File: config.mk
export PLATFORM = sky130hd
export DESIGN_NAME = cfdbd_top
export DESIGN_NICKNAME = d
export VERILOG_FILES = /design/src/inc/cfdbd_pkg.sv /design/src/rtl/cfdbd_top.sv
export VERILOG_INCLUDE_DIRS = /design/src /design/src/inc
export SDC_FILE = /design/constraint.sdc
export NUM_CORES = 1
export LEC_CHECK = 0
export BUFFER_PORTS_ARGS = -buffer_cell sky130_fd_sc_hd__buf_4
export CORE_ASPECT_RATIO = 0.5
export CORE_MARGIN = 1
export CORE_UTILIZATION = 40
export CTS_BUF_LIST = sky130_fd_sc_hd__clkbuf_2
export DETAILED_ROUTE_END_ITERATION = 12
export PLACE_DENSITY = 0.6
export SLEW_MARGIN = 20
export SYNTH_ARGS = -nofsm -noshare
export SYNTH_HDL_FRONTEND = slang
export SYNTH_SLANG_ARGS = --single-unit
export TNS_END_PERCENT = 100
File: constraint.sdc
create_clock -name clk_i -period 2.62 [get_ports clk_i]
set_clock_uncertainty 0.05 [all_clocks]
set_input_delay 0.262 -clock clk_i [delete_from_list [all_inputs] [get_ports clk_i]]
set_output_delay 0.262 -clock clk_i [all_outputs]
set_load 0.1 [all_outputs]
File: src/inc/cfdbd_regs.svh
// Register map, field positions and reset values of the CAN FD bus
// diagnostics and filter routing block; included by the package, whose macros the rtl uses.
`ifndef CFDBD_REGS_SVH
`define CFDBD_REGS_SVH
`define CFDBD_ADR_W 5
`define CFDBD_OFF_DCNT 5'h00
`define CFDBD_OFF_NCNT 5'h04
`define CFDBD_OFF_FLAG 5'h08
`define CFDBD_OFF_GOOD 5'h0c
`define CFDBD_OFF_FLT0 5'h10
`define CFDBD_FLT_GROUPS 4
`define CFDBD_RST16 16'h0000
`define CFDBD_FLAG_MASK 16'hfbbf
`define CFDBD_FLT_MASK 16'h9f9f
`define CFDBD_B_LENGTH_MISMATCH_FLAG 15
`define CFDBD_B_ESI 14
`define CFDBD_B_DCRC 13
`define CFDBD_B_DSTUF 12
`define CFDBD_B_DFORM 11
`define CFDBD_B_DBIT1 9
`define CFDBD_B_DBIT0 8
`define CFDBD_B_BOFF 7
`define CFDBD_B_NCRC 5
`define CFDBD_B_NSTUF 4
`define CFDBD_B_NFORM 3
`define CFDBD_B_NACK 2
`define CFDBD_B_NBIT1 1
`define CFDBD_B_NBIT0 0
`define CFDBD_EN_BIT 7
`define CFDBD_PTR_W 5
`define CFDBD_OBJ_MIN 5'h01
`define CFDBD_OBJ_MAX 5'h07
`define CFDBD_STUFF_RUN 3'h5
`define CFDBD_RECOV_LAST 4'ha
`define CFDBD_CRC_W 21
`endif

File: src/inc/cfdbd_pkg.sv
// Types shared by the diagnostics block.
// Assumes cfdbd_regs.svh sits on the include path.
package cfdbd_pkg;
  `include "cfdbd_regs.svh"
  typedef enum {
    CFDBD_SEL_DCNT,
    CFDBD_SEL_NCNT,
    CFDBD_SEL_FLAG,
    CFDBD_SEL_GOOD,
    CFDBD_SEL_FLT,
    CFDBD_SEL_NONE
  } cfdbd_sel_t;
endpackage : cfdbd_pkg

File: src/rtl/cfdbd_top.sv
// CAN FD bus diagnostics counters, sticky error flags and filter c/d routing.
// Assumes a protocol engine on clk_i giving one-cycle event and bit pulses.
// Functional notes
// RQ1: Count data-phase transmit errors, eight bits, upper byte of data counts.
// RQ2: Count data-phase receive errors, eight bits, lower byte of data counts.
// RQ3: Count nominal-phase transmit errors, eight bits, upper byte of nominal counts.
// RQ4: Count nominal-phase receive errors, eight bits, lower byte of nominal counts.
// RQ5: Flag length mismatch when frame length exceeds element payload size.
// RQ6: Flag received FD frame whose ESI bit is set.
// RQ7: Data-phase CRC, stuff, form, bit flags set only in data phase.
// RQ8: Flag bus-off entered and automatically recovered.
// RQ9: Flag nominal CRC error when computed and received checksums differ.
// RQ10: Flag stuffing error on more than five equal stuffed bits.
// RQ11: Flag form error on illegal fixed-format field.
// RQ12: Flag acknowledge error when own frame gets no acknowledge.
// RQ13: Flag recessive sent, dominant seen, outside arbitration; the code also skips the ack slot.
// RQ14: Flag dominant sent, recessive seen, including ack and error flags.
// RQ15: In bus-off recovery set dominant-bit flag per eleven recessive bits.
// RQ16: Sixteen-bit error-free message counter, software read and write.
// RQ17: Filters d and c accept only when their enable bits are one.
// RQ18: Enabled hit stores to object named by pointer, one to seven.
// RQ19: Software never programs pointer codes one thousand to all ones.
// RQ20: Software never points a filter at object zero.
// RQ21: Unimplemented bits read as zero.
// RQ22: Flags stay set until software writes zero; events win over clears.
// RQ23: Reset clears counters, flags and filter fields to zero.
`timescale 1ns/10ps
module cfdbd_top
  import cfdbd_pkg::*;
#(
  parameter int CNT_W = 8,
  parameter int GOOD_W = 16,
  parameter int GROUPS = `CFDBD_FLT_GROUPS
) (
  input wire logic clk_i,
  input wire logic rst_i,
  input wire logic cyc_i,
  input wire logic stb_i,
  input wire logic we_i,
  input wire logic [`CFDBD_ADR_W-1:0] adr_i,
  input wire logic [3:0] sel_i,
  input wire logic [31:0] dat_i,
  output logic [31:0] dat_o,
  output logic ack_o,
  input wire logic data_phase_i,
  input wire logic tx_err_i,
  input wire logic rx_err_i,
  input wire logic msg_ok_i,
  input wire logic dlc_check_i,
  input wire logic [3:0] frame_dlc_i,
  input wire logic [2:0] fifo_payload_size_i,
  input wire logic rx_done_i,
  input wire logic rx_fd_i,
  input wire logic rx_esi_i,
  input wire logic crc_check_i,
  input wire logic [`CFDBD_CRC_W-1:0] crc_calc_i,
  input wire logic [`CFDBD_CRC_W-1:0] crc_rx_i,
  input wire logic form_err_i,
  input wire logic bit_valid_i,
  input wire logic bit_rx_i,
  input wire logic bit_tx_i,
  input wire logic tx_active_i,
  input wire logic arbitration_i,
  input wire logic ack_slot_i,
  input wire logic stuff_zone_i,
  input wire logic bus_off_i,
  input wire logic filt_eval_i,
  input wire logic [2*GROUPS-1:0] filt_hit_i,
  output logic route_valid_o,
  output logic [`CFDBD_PTR_W-1:0] route_obj_o
);

  function automatic cfdbd_sel_t reg_sel(input logic [`CFDBD_ADR_W-1:0] a);
    cfdbd_sel_t s;
    s = CFDBD_SEL_NONE;
    case (a)
      `CFDBD_OFF_DCNT: s = CFDBD_SEL_DCNT;
      `CFDBD_OFF_NCNT: s = CFDBD_SEL_NCNT;
      `CFDBD_OFF_FLAG: s = CFDBD_SEL_FLAG;
      `CFDBD_OFF_GOOD: s = CFDBD_SEL_GOOD;
      default: begin
        if (a >= `CFDBD_OFF_FLT0 && a[1:0] == 2'h0) begin
          s = CFDBD_SEL_FLT;
        end
      end
    endcase
    return s;
  endfunction : reg_sel

  function automatic logic [CNT_W-1:0] sat_inc(input logic [CNT_W-1:0] v);
    return (&v) ? v : v + 1'b1;
  endfunction : sat_inc

  function automatic logic [6:0] dlc_bytes(input logic [3:0] d);
    logic [6:0] n;
    n = 7'h08;
    case (d)
      4'h9: n = 7'h0c;
      4'ha: n = 7'h10;
      4'hb: n = 7'h14;
      4'hc: n = 7'h18;
      4'hd: n = 7'h20;
      4'he: n = 7'h30;
      4'hf: n = 7'h40;
      default: n = (d > 4'h8) ? 7'h08 : {3'h0, d};
    endcase
    return n;
  endfunction : dlc_bytes

  function automatic logic [6:0] pl_bytes(input logic [2:0] p);
    logic [6:0] n;
    n = 7'h08;
    case (p)
      3'h0: n = 7'h08;
      3'h1: n = 7'h0c;
      3'h2: n = 7'h10;
      3'h3: n = 7'h14;
      3'h4: n = 7'h18;
      3'h5: n = 7'h20;
      3'h6: n = 7'h30;
      default: n = 7'h40;
    endcase
    return n;
  endfunction : pl_bytes

  logic [CNT_W-1:0] dtx_r, drx_r, ntx_r, nrx_r;
  logic [GOOD_W-1:0] good_r;
  logic [15:0] flags_r;
  logic [15:0] set_vec;
  logic [15:0] flt_r [GROUPS];
  logic [2:0] run_r;
  logic last_bit_r;
  logic [3:0] rec_r;
  logic bus_off_d_r;
  logic bus_req, wr_en;
  cfdbd_sel_t sel;
  logic [1:0] grp;
  logic [15:0] wmask;
  logic stuff_err, rec_fire, bit0_err, bit1_err, ack_err;

  // Bus slave: one wait state, ack drops after one cycle
  assign bus_req = cyc_i && stb_i && !ack_o;
  assign wr_en = bus_req && we_i;
  assign sel = reg_sel(adr_i);
  assign grp = adr_i[3:2];
  assign wmask = {{8{sel_i[1]}}, {8{sel_i[0]}}};

  always_ff @(posedge clk_i) begin
    if (rst_i) begin
      ack_o <= 1'b0;
    end else begin
      ack_o <= bus_req;
    end
  end

  always_ff @(posedge clk_i) begin
    if (rst_i) begin
      dat_o <= 32'h0000_0000;
    end else if (bus_req && !we_i) begin
      case (sel)
        CFDBD_SEL_DCNT: dat_o <= {16'h0000, dtx_r, drx_r};
        CFDBD_SEL_NCNT: dat_o <= {16'h0000, ntx_r, nrx_r};
        CFDBD_SEL_FLAG: dat_o <= {16'h0000, flags_r & `CFDBD_FLAG_MASK}; // RQ21
        CFDBD_SEL_GOOD: dat_o <= {16'h0000, good_r};
        CFDBD_SEL_FLT: dat_o <= {16'h0000, flt_r[grp] & `CFDBD_FLT_MASK}; // RQ21
        default: dat_o <= 32'h0000_0000;
      endcase
    end
  end

  function automatic logic [15:0] merge(input logic [15:0] old,
                                        input logic [15:0] wd,
                                        input logic [15:0] m);
    return (old & ~m) | (wd & m);
  endfunction : merge

  // Error counters; a write loads, a same-cycle event still counts
  always_ff @(posedge clk_i) begin
    if (rst_i) begin
      dtx_r <= '0; // RQ23
      drx_r <= '0;
    end else begin
      logic [15:0] v;
      v = {dtx_r, drx_r};
      if (wr_en && sel == CFDBD_SEL_DCNT) begin
        v = merge(v, dat_i[15:0], wmask);
      end
      dtx_r <= (tx_err_i && data_phase_i) ? sat_inc(v[15:8]) : v[15:8]; // RQ1
      drx_r <= (rx_err_i && data_phase_i) ? sat_inc(v[7:0]) : v[7:0]; // RQ2
    end
  end

  always_ff @(posedge clk_i) begin
    if (rst_i) begin
      ntx_r <= '0;
      nrx_r <= '0;
    end else begin
      logic [15:0] v;
      v = {ntx_r, nrx_r};
      if (wr_en && sel == CFDBD_SEL_NCNT) begin
        v = merge(v, dat_i[15:0], wmask);
      end
      ntx_r <= (tx_err_i && !data_phase_i) ? sat_inc(v[15:8]) : v[15:8]; // RQ3
      nrx_r <= (rx_err_i && !data_phase_i) ? sat_inc(v[7:0]) : v[7:0]; // RQ4
    end
  end

  always_ff @(posedge clk_i) begin
    if (rst_i) begin
      good_r <= '0;
    end else begin
      logic [15:0] v;
      v = good_r;
      if (wr_en && sel == CFDBD_SEL_GOOD) begin
        v = merge(v, dat_i[15:0], wmask);
      end
      good_r <= msg_ok_i ? ((&v) ? v : v + 16'h0001) : v; // RQ16
    end
  end

  // Run of equal bits inside stuffed fields
  always_ff @(posedge clk_i) begin
    if (rst_i) begin
      run_r <= 3'h0;
      last_bit_r <= 1'b1;
    end else if (bit_valid_i) begin
      last_bit_r <= bit_rx_i;
      if (!stuff_zone_i || bit_rx_i != last_bit_r || run_r == 3'h0) begin
        run_r <= stuff_zone_i ? 3'h1 : 3'h0;
      end else if (run_r != `CFDBD_STUFF_RUN) begin
        run_r <= run_r + 3'h1;
      end
    end
  end
  assign stuff_err = bit_valid_i && stuff_zone_i && bit_rx_i == last_bit_r &&
                     run_r == `CFDBD_STUFF_RUN; // RQ10

  // Recessive bit runs while bus-off recovery is under way
  always_ff @(posedge clk_i) begin
    if (rst_i) begin
      rec_r <= 4'h0;
    end else if (!bus_off_i) begin
      rec_r <= 4'h0;
    end else if (bit_valid_i) begin
      if (!bit_rx_i || rec_r == `CFDBD_RECOV_LAST) begin
        rec_r <= 4'h0;
      end else begin
        rec_r <= rec_r + 4'h1;
      end
    end
  end
  assign rec_fire = bus_off_i && bit_valid_i && bit_rx_i &&
                    rec_r == `CFDBD_RECOV_LAST; // RQ15

  always_ff @(posedge clk_i) begin
    if (rst_i) begin
      bus_off_d_r <= 1'b0;
    end else begin
      bus_off_d_r <= bus_off_i;
    end
  end

  // Own bit versus bus level; bit_rx_i high means recessive
  assign bit0_err = bit_valid_i && tx_active_i && !bit_tx_i && bit_rx_i; // RQ14
  assign bit1_err = bit_valid_i && tx_active_i && bit_tx_i && !bit_rx_i &&
                    !arbitration_i && !ack_slot_i; // RQ13
  assign ack_err = bit_valid_i && tx_active_i && ack_slot_i && bit_tx_i &&
                   bit_rx_i; // RQ12

  always_comb begin
    set_vec = 16'h0000;
    set_vec[`CFDBD_B_LENGTH_MISMATCH_FLAG] = dlc_check_i &&
      dlc_bytes(frame_dlc_i) > pl_bytes(fifo_payload_size_i); // RQ5
    set_vec[`CFDBD_B_ESI] = rx_done_i && rx_fd_i && rx_esi_i; // RQ6
    set_vec[`CFDBD_B_DCRC] = data_phase_i && crc_check_i &&
      crc_calc_i != crc_rx_i; // RQ7
    set_vec[`CFDBD_B_DSTUF] = data_phase_i && stuff_err;
    set_vec[`CFDBD_B_DFORM] = data_phase_i && form_err_i;
    set_vec[`CFDBD_B_DBIT1] = data_phase_i && bit1_err;
    set_vec[`CFDBD_B_DBIT0] = data_phase_i && bit0_err;
    set_vec[`CFDBD_B_BOFF] = bus_off_d_r && !bus_off_i; // RQ8
    set_vec[`CFDBD_B_NCRC] = !data_phase_i && crc_check_i &&
      crc_calc_i != crc_rx_i; // RQ9
    set_vec[`CFDBD_B_NSTUF] = !data_phase_i && stuff_err; // RQ10
    set_vec[`CFDBD_B_NFORM] = !data_phase_i && form_err_i; // RQ11
    set_vec[`CFDBD_B_NACK] = ack_err; // RQ12
    set_vec[`CFDBD_B_NBIT1] = !data_phase_i && bit1_err; // RQ13
    set_vec[`CFDBD_B_NBIT0] = (!data_phase_i && bit0_err) || rec_fire; // RQ14 RQ15
  end

  // Sticky flags: writes may clear, a same-cycle event wins
  always_ff @(posedge clk_i) begin
    if (rst_i) begin
      flags_r <= `CFDBD_RST16; // RQ23
    end else begin
      logic [15:0] v;
      v = flags_r;
      if (wr_en && sel == CFDBD_SEL_FLAG) begin
        v = merge(v, dat_i[15:0], wmask);
      end
      flags_r <= (v | set_vec) & `CFDBD_FLAG_MASK; // RQ22 RQ21
    end
  end

  // Filter control words, one per group: d in high byte, c in low byte
  genvar g;
  generate
    for (g = 0; g < GROUPS; g++) begin : g_flt
      always_ff @(posedge clk_i) begin
        if (rst_i) begin
          flt_r[g] <= `CFDBD_RST16; // RQ23
        end else if (wr_en && sel == CFDBD_SEL_FLT && grp == 2'(g)) begin
          flt_r[g] <= merge(flt_r[g], dat_i[15:0], wmask) & `CFDBD_FLT_MASK;
        end
      end
    end
  endgenerate

  // Lowest enabled hit with a usable pointer decides the object
  always_ff @(posedge clk_i) begin
    if (rst_i) begin
      route_valid_o <= 1'b0;
      route_obj_o <= '0;
    end else begin
      logic found;
      logic [7:0] half;
      logic [`CFDBD_PTR_W-1:0] p;
      found = 1'b0;
      half = 8'h00;
      p = '0;
      route_valid_o <= 1'b0;
      if (filt_eval_i) begin
        for (int i = 0; i < 2 * GROUPS; i++) begin
          half = i[0] ? flt_r[i / 2][15:8] : flt_r[i / 2][7:0];
          p = half[`CFDBD_PTR_W-1:0];
          if (!found && filt_hit_i[i] && half[`CFDBD_EN_BIT] && // RQ17
              p >= `CFDBD_OBJ_MIN && p <= `CFDBD_OBJ_MAX) begin // RQ18 RQ19 RQ20
            found = 1'b1;
            route_valid_o <= 1'b1;
            route_obj_o <= p;
          end
        end
      end
    end
  end

  // Checks
  wire flag_wr = wr_en && sel == CFDBD_SEL_FLAG;
endmodule : cfdbd_top

==> results.yml <==
run_status:
  status: "finished with violations"
  violations: "negative setup slack"
floorplan:
  row_count: 38
  die-height_um: 108
  initial_core_util_pct: 40.9
  core_area_sq_um: 21800
  die_w_um: 213
  dieArea_sq_um: 22900
  floorplan.io_pins: 161
synth:
  seq_area_frac_synth_pct: 37.3
  yosys.area.top_type_share_pct: 21.1
  postSynthRegisterBits: 142
  top_cells_by_area_synth: "sky130_fd_sc_hd__dfxtp_1 21%, sky130_fd_sc_hd__edfxtp_1 16%, sky130_fd_sc_hd__a21oi_1 6.1%"
  synth_async_sr_flop_share_pct: 0
  synth_cells: 1009
  yosys_warnings: 0
  synthesis.area_sq_um: 8910
  synth-edff-count: 48
  synth.avg_cell_area_sq_um: 8.84
  synth.distinct_cells: 72
  synthDominantAreaCellType: "sky130_fd_sc_hd__dfxtp_1"
  dominantRegCellSynth: "sky130_fd_sc_hd__dfxtp_1"
setup_path:
  criticalPathCategory: "reg -> reg"
  cp_top_family: "simple AND/OR/NAND/NOR gates"
  critPathCaptureType: "flip-flop"
  critPathBufInv: 0
  setup.worst_path.start_class: "flip-flop"
  cpMaxStageDelayCell: "sky130_fd_sc_hd__or4_1"
  cpPeakStageDelay_ns: 0.61
  worst_ep_required_time_ns: 3.30
  timing.critical_path.fanout_max: 3
  cp.arrival_ns: 3.31
  crit_chain: "nor3_2 > nor4_1 > or4_1 > or3_1 > or3b_1 > o311ai_0 > a2111oi_1"
route:
  drt-wirelength-per-cell_um: 19.3
  ant_nets: 0
  drtIter0Drc: 800
  routed_via_density: 5.71
  final_routed_drc_violation_total: 0
  drt_wl_total_um: 29500
  vias: 8729
  drtPass1Iterations: 5
cts:
  cts.sinks: 142
  cts_tree: "yes"
  latest_clock_arrival_within_the_worst_skew_pair_ns: 0.84
  clk_transition_reported_paths_ns: 0.22
  cts_buffers: 17
  cts_root_buffer: "sky130_fd_sc_hd__clkbuf_2"
  cts_htree_levels: 4
  ctsLongestPathBuffers: 2
placement:
  gp_routability_congestion: 0.889
  cell_count_after_placement: 1428
  placement.io_buffers: 126
  detailedPlacementHpwl_um: 21300
power_and_ir_drop:
  worst_ir_drop_vdd_v: 0.000205
  power-per-cell-area_nw_per_um2: 404
  power.total_mw: 4.62
  p_leak_nw: 4.65
timing:
  hold_violations: 0
  final-setup-viol-count: 1
  layout_worst_path_cycle_share_pct: 100
  finalWorstSetupSlack_ns: -0.0105
  maximum_clock_frequency_ghz: 0.380
  timing.max_slew.rel_slack_pct: 45.7
  rsz0062_at_grt: "yes"
  finalMaxSlewViolations: 0
  finalWorstPathRequiredPeriod_ns: 2.63
  worst_pin_slew_ns: 0.814
finish:
  final_net_count: 1353
  share_of_final_layout_standard_cells_stronger_than_drive_strength_1_pct: 22.6
  flip_flop_and_latch_area_sq_um: 3330
  final_cells: 1530
  multi_input_area_sq_um: 5360
  mostFrequentLayoutCells: "180 x sky130_fd_sc_hd__buf_4, 109 x sky130_fd_sc_hd__a21oi_1, 103 x sky130_fd_sc_hd__nand2_1"
  layout.cells.most_common: "sky130_fd_sc_hd__buf_4"
  area_growth_syn_to_layout_pct: 28.3
  fillCellCount: 2037
global_route:
  grt_pass1_vias: 8230
  congestion_overflow_gr: 0
  first_pass_grt_wire_length_um: 46000
  groute.usage.overall_pct: 26.6
  grt_start_max_net_pins: 45
  grt_antenna_before_repair: 1
flow_run:
  cap_viol_max_count: 0
min_path:
  tightest_hold_check_type: "in -> reg"
==> power breakdown <==
group / internal (mW) / switching (mW)
Combinational: 0.350 / 0.533
Clock: 0.435 / 0.920
Sequential: 2.33 / 0.0508
==> per-stage QoR <==
step | utilization [%] | hold slack (ns) | setup TNS (ns) | area (sq um) | setup WS (ns)
after CTS | 51.8 | 0.00659 | 0 | 11300 | 0.00799
after floorplan | - | 0.309 | -0.423 | 9010 | -0.115
after detailed placement | 47.7 | 0.370 | 0 | 10400 | 0.00941
after global placement | 47.7 | 0.366 | 0 | 10400 | 0.0485
after global routing | 52.5 | 0.0165 | -0.0792 | 11400 | -0.0639
final | 52.5 | 0.0498 | -0.0105 | 11400 | -0.0105
==> area by class of cell <==
type	count	area share, %
clock buffers	17	0.744
clock inverters	15	1.27
well taps	300	3.28
flip-flops and latches	142	29.1
diodes	1	0.0219
repair buffers	248	17.9
multi-input cells	782	46.9
inverters	25	0.820
==> flip-flops by register name, summed over array words and instances, names as in the netlist <==
name and flops:
flt_r 48, dat_o 16, good_r 16, flags_r 14
drx_r 8, dtx_r 8, nrx_r 8, ntx_r 8
route_obj_o 5, rec_r 4, run_r 3, ack_o 1
bus_off_d_r 1, last_bit_r 1, route_valid_o 1
==> Yosys cell counts (20+ instances only) <==
cell type	instances
sky130_fd_sc_hd__nor2_1	78
sky130_fd_sc_hd__a22oi_1	21
sky130_fd_sc_hd__edfxtp_1	48
sky130_fd_sc_hd__xnor2_1	25
sky130_fd_sc_hd__nand3_1	40
sky130_fd_sc_hd__nand2b_1	51
sky130_fd_sc_hd__a21oi_1	109
sky130_fd_sc_hd__xor2_1	26
sky130_fd_sc_hd__mux2i_1	52
sky130_fd_sc_hd__nor3_1	24
sky130_fd_sc_hd__clkbuf_1	51
sky130_fd_sc_hd__inv_1	25
sky130_fd_sc_hd__o21ai_0	20
sky130_fd_sc_hd__dfxtp_1	94
sky130_fd_sc_hd__nand2_1	103
==> final timing paths <==
check | cells past startpoint | to | from | slack, ns
worst max-delay path | 7 | route_obj_o[1]$_SDFFE_PP0P_ | flt_r[1][8]$_SDFFCE_PN0P_ | -0.01
worst min-delay path | 6 | route_obj_o[0]$_SDFFE_PP0P_ | filt_hit_i[7] | 0.05
worst max register to register | 7 | route_obj_o[1]$_SDFFE_PP0P_ | flt_r[1][8]$_SDFFCE_PN0P_ | -0.01
worst min register to register | 1 | ack_o$_SDFF_PP0_ | ack_o$_SDFF_PP0_ | 0.40
==> per-layer routing <==
layer | up-vias | GRT usage (%) | part of all wire [%]
met1 | 4263 | 37.3 | 46
li1 | 4107 | - | -
met5 | - | 0 | 0
met2 | 325 | 39.1 | 44
met4 | 0 | 7.35 | 1.6
met3 | 34 | 8.05 | 8.7
==> cells by family (layout without fill, tap and decap cells) <==
family                   count (synthesis)  count (layout)  share of synthesized area (%)
other                                    1              17                         0.0421
AO/OA/AOI/OAI                          228             228                           16.4
buffers and inverters                  100             305                           5.00
XOR/XNOR                                51              51                           5.01
adder cells (fa/ha/maj)                 15              15                           2.11
AND/OR/NAND/NOR                        388             388                           22.7
flip-flops                             142             142                           37.3
multiplexers                            84              84                           11.5
==> worst min-delay path: cells and delay by family <==
kind | cells | cell delay (ns)
compound gates | 2 | 0.35
buf+inv | 1 | 0.12
simple gates | 3 | 0.18
==> what timing repair did <==
action,4_1_cts,5_1_grt
buffers inserted,0,4
gates resized for setup,2,25
setup endpoints to repair,3,40
hold endpoints to repair,153,0
hold buffers,65,0
pin swaps,0,5
Note: power is estimated with default switching activity, not from simulation.
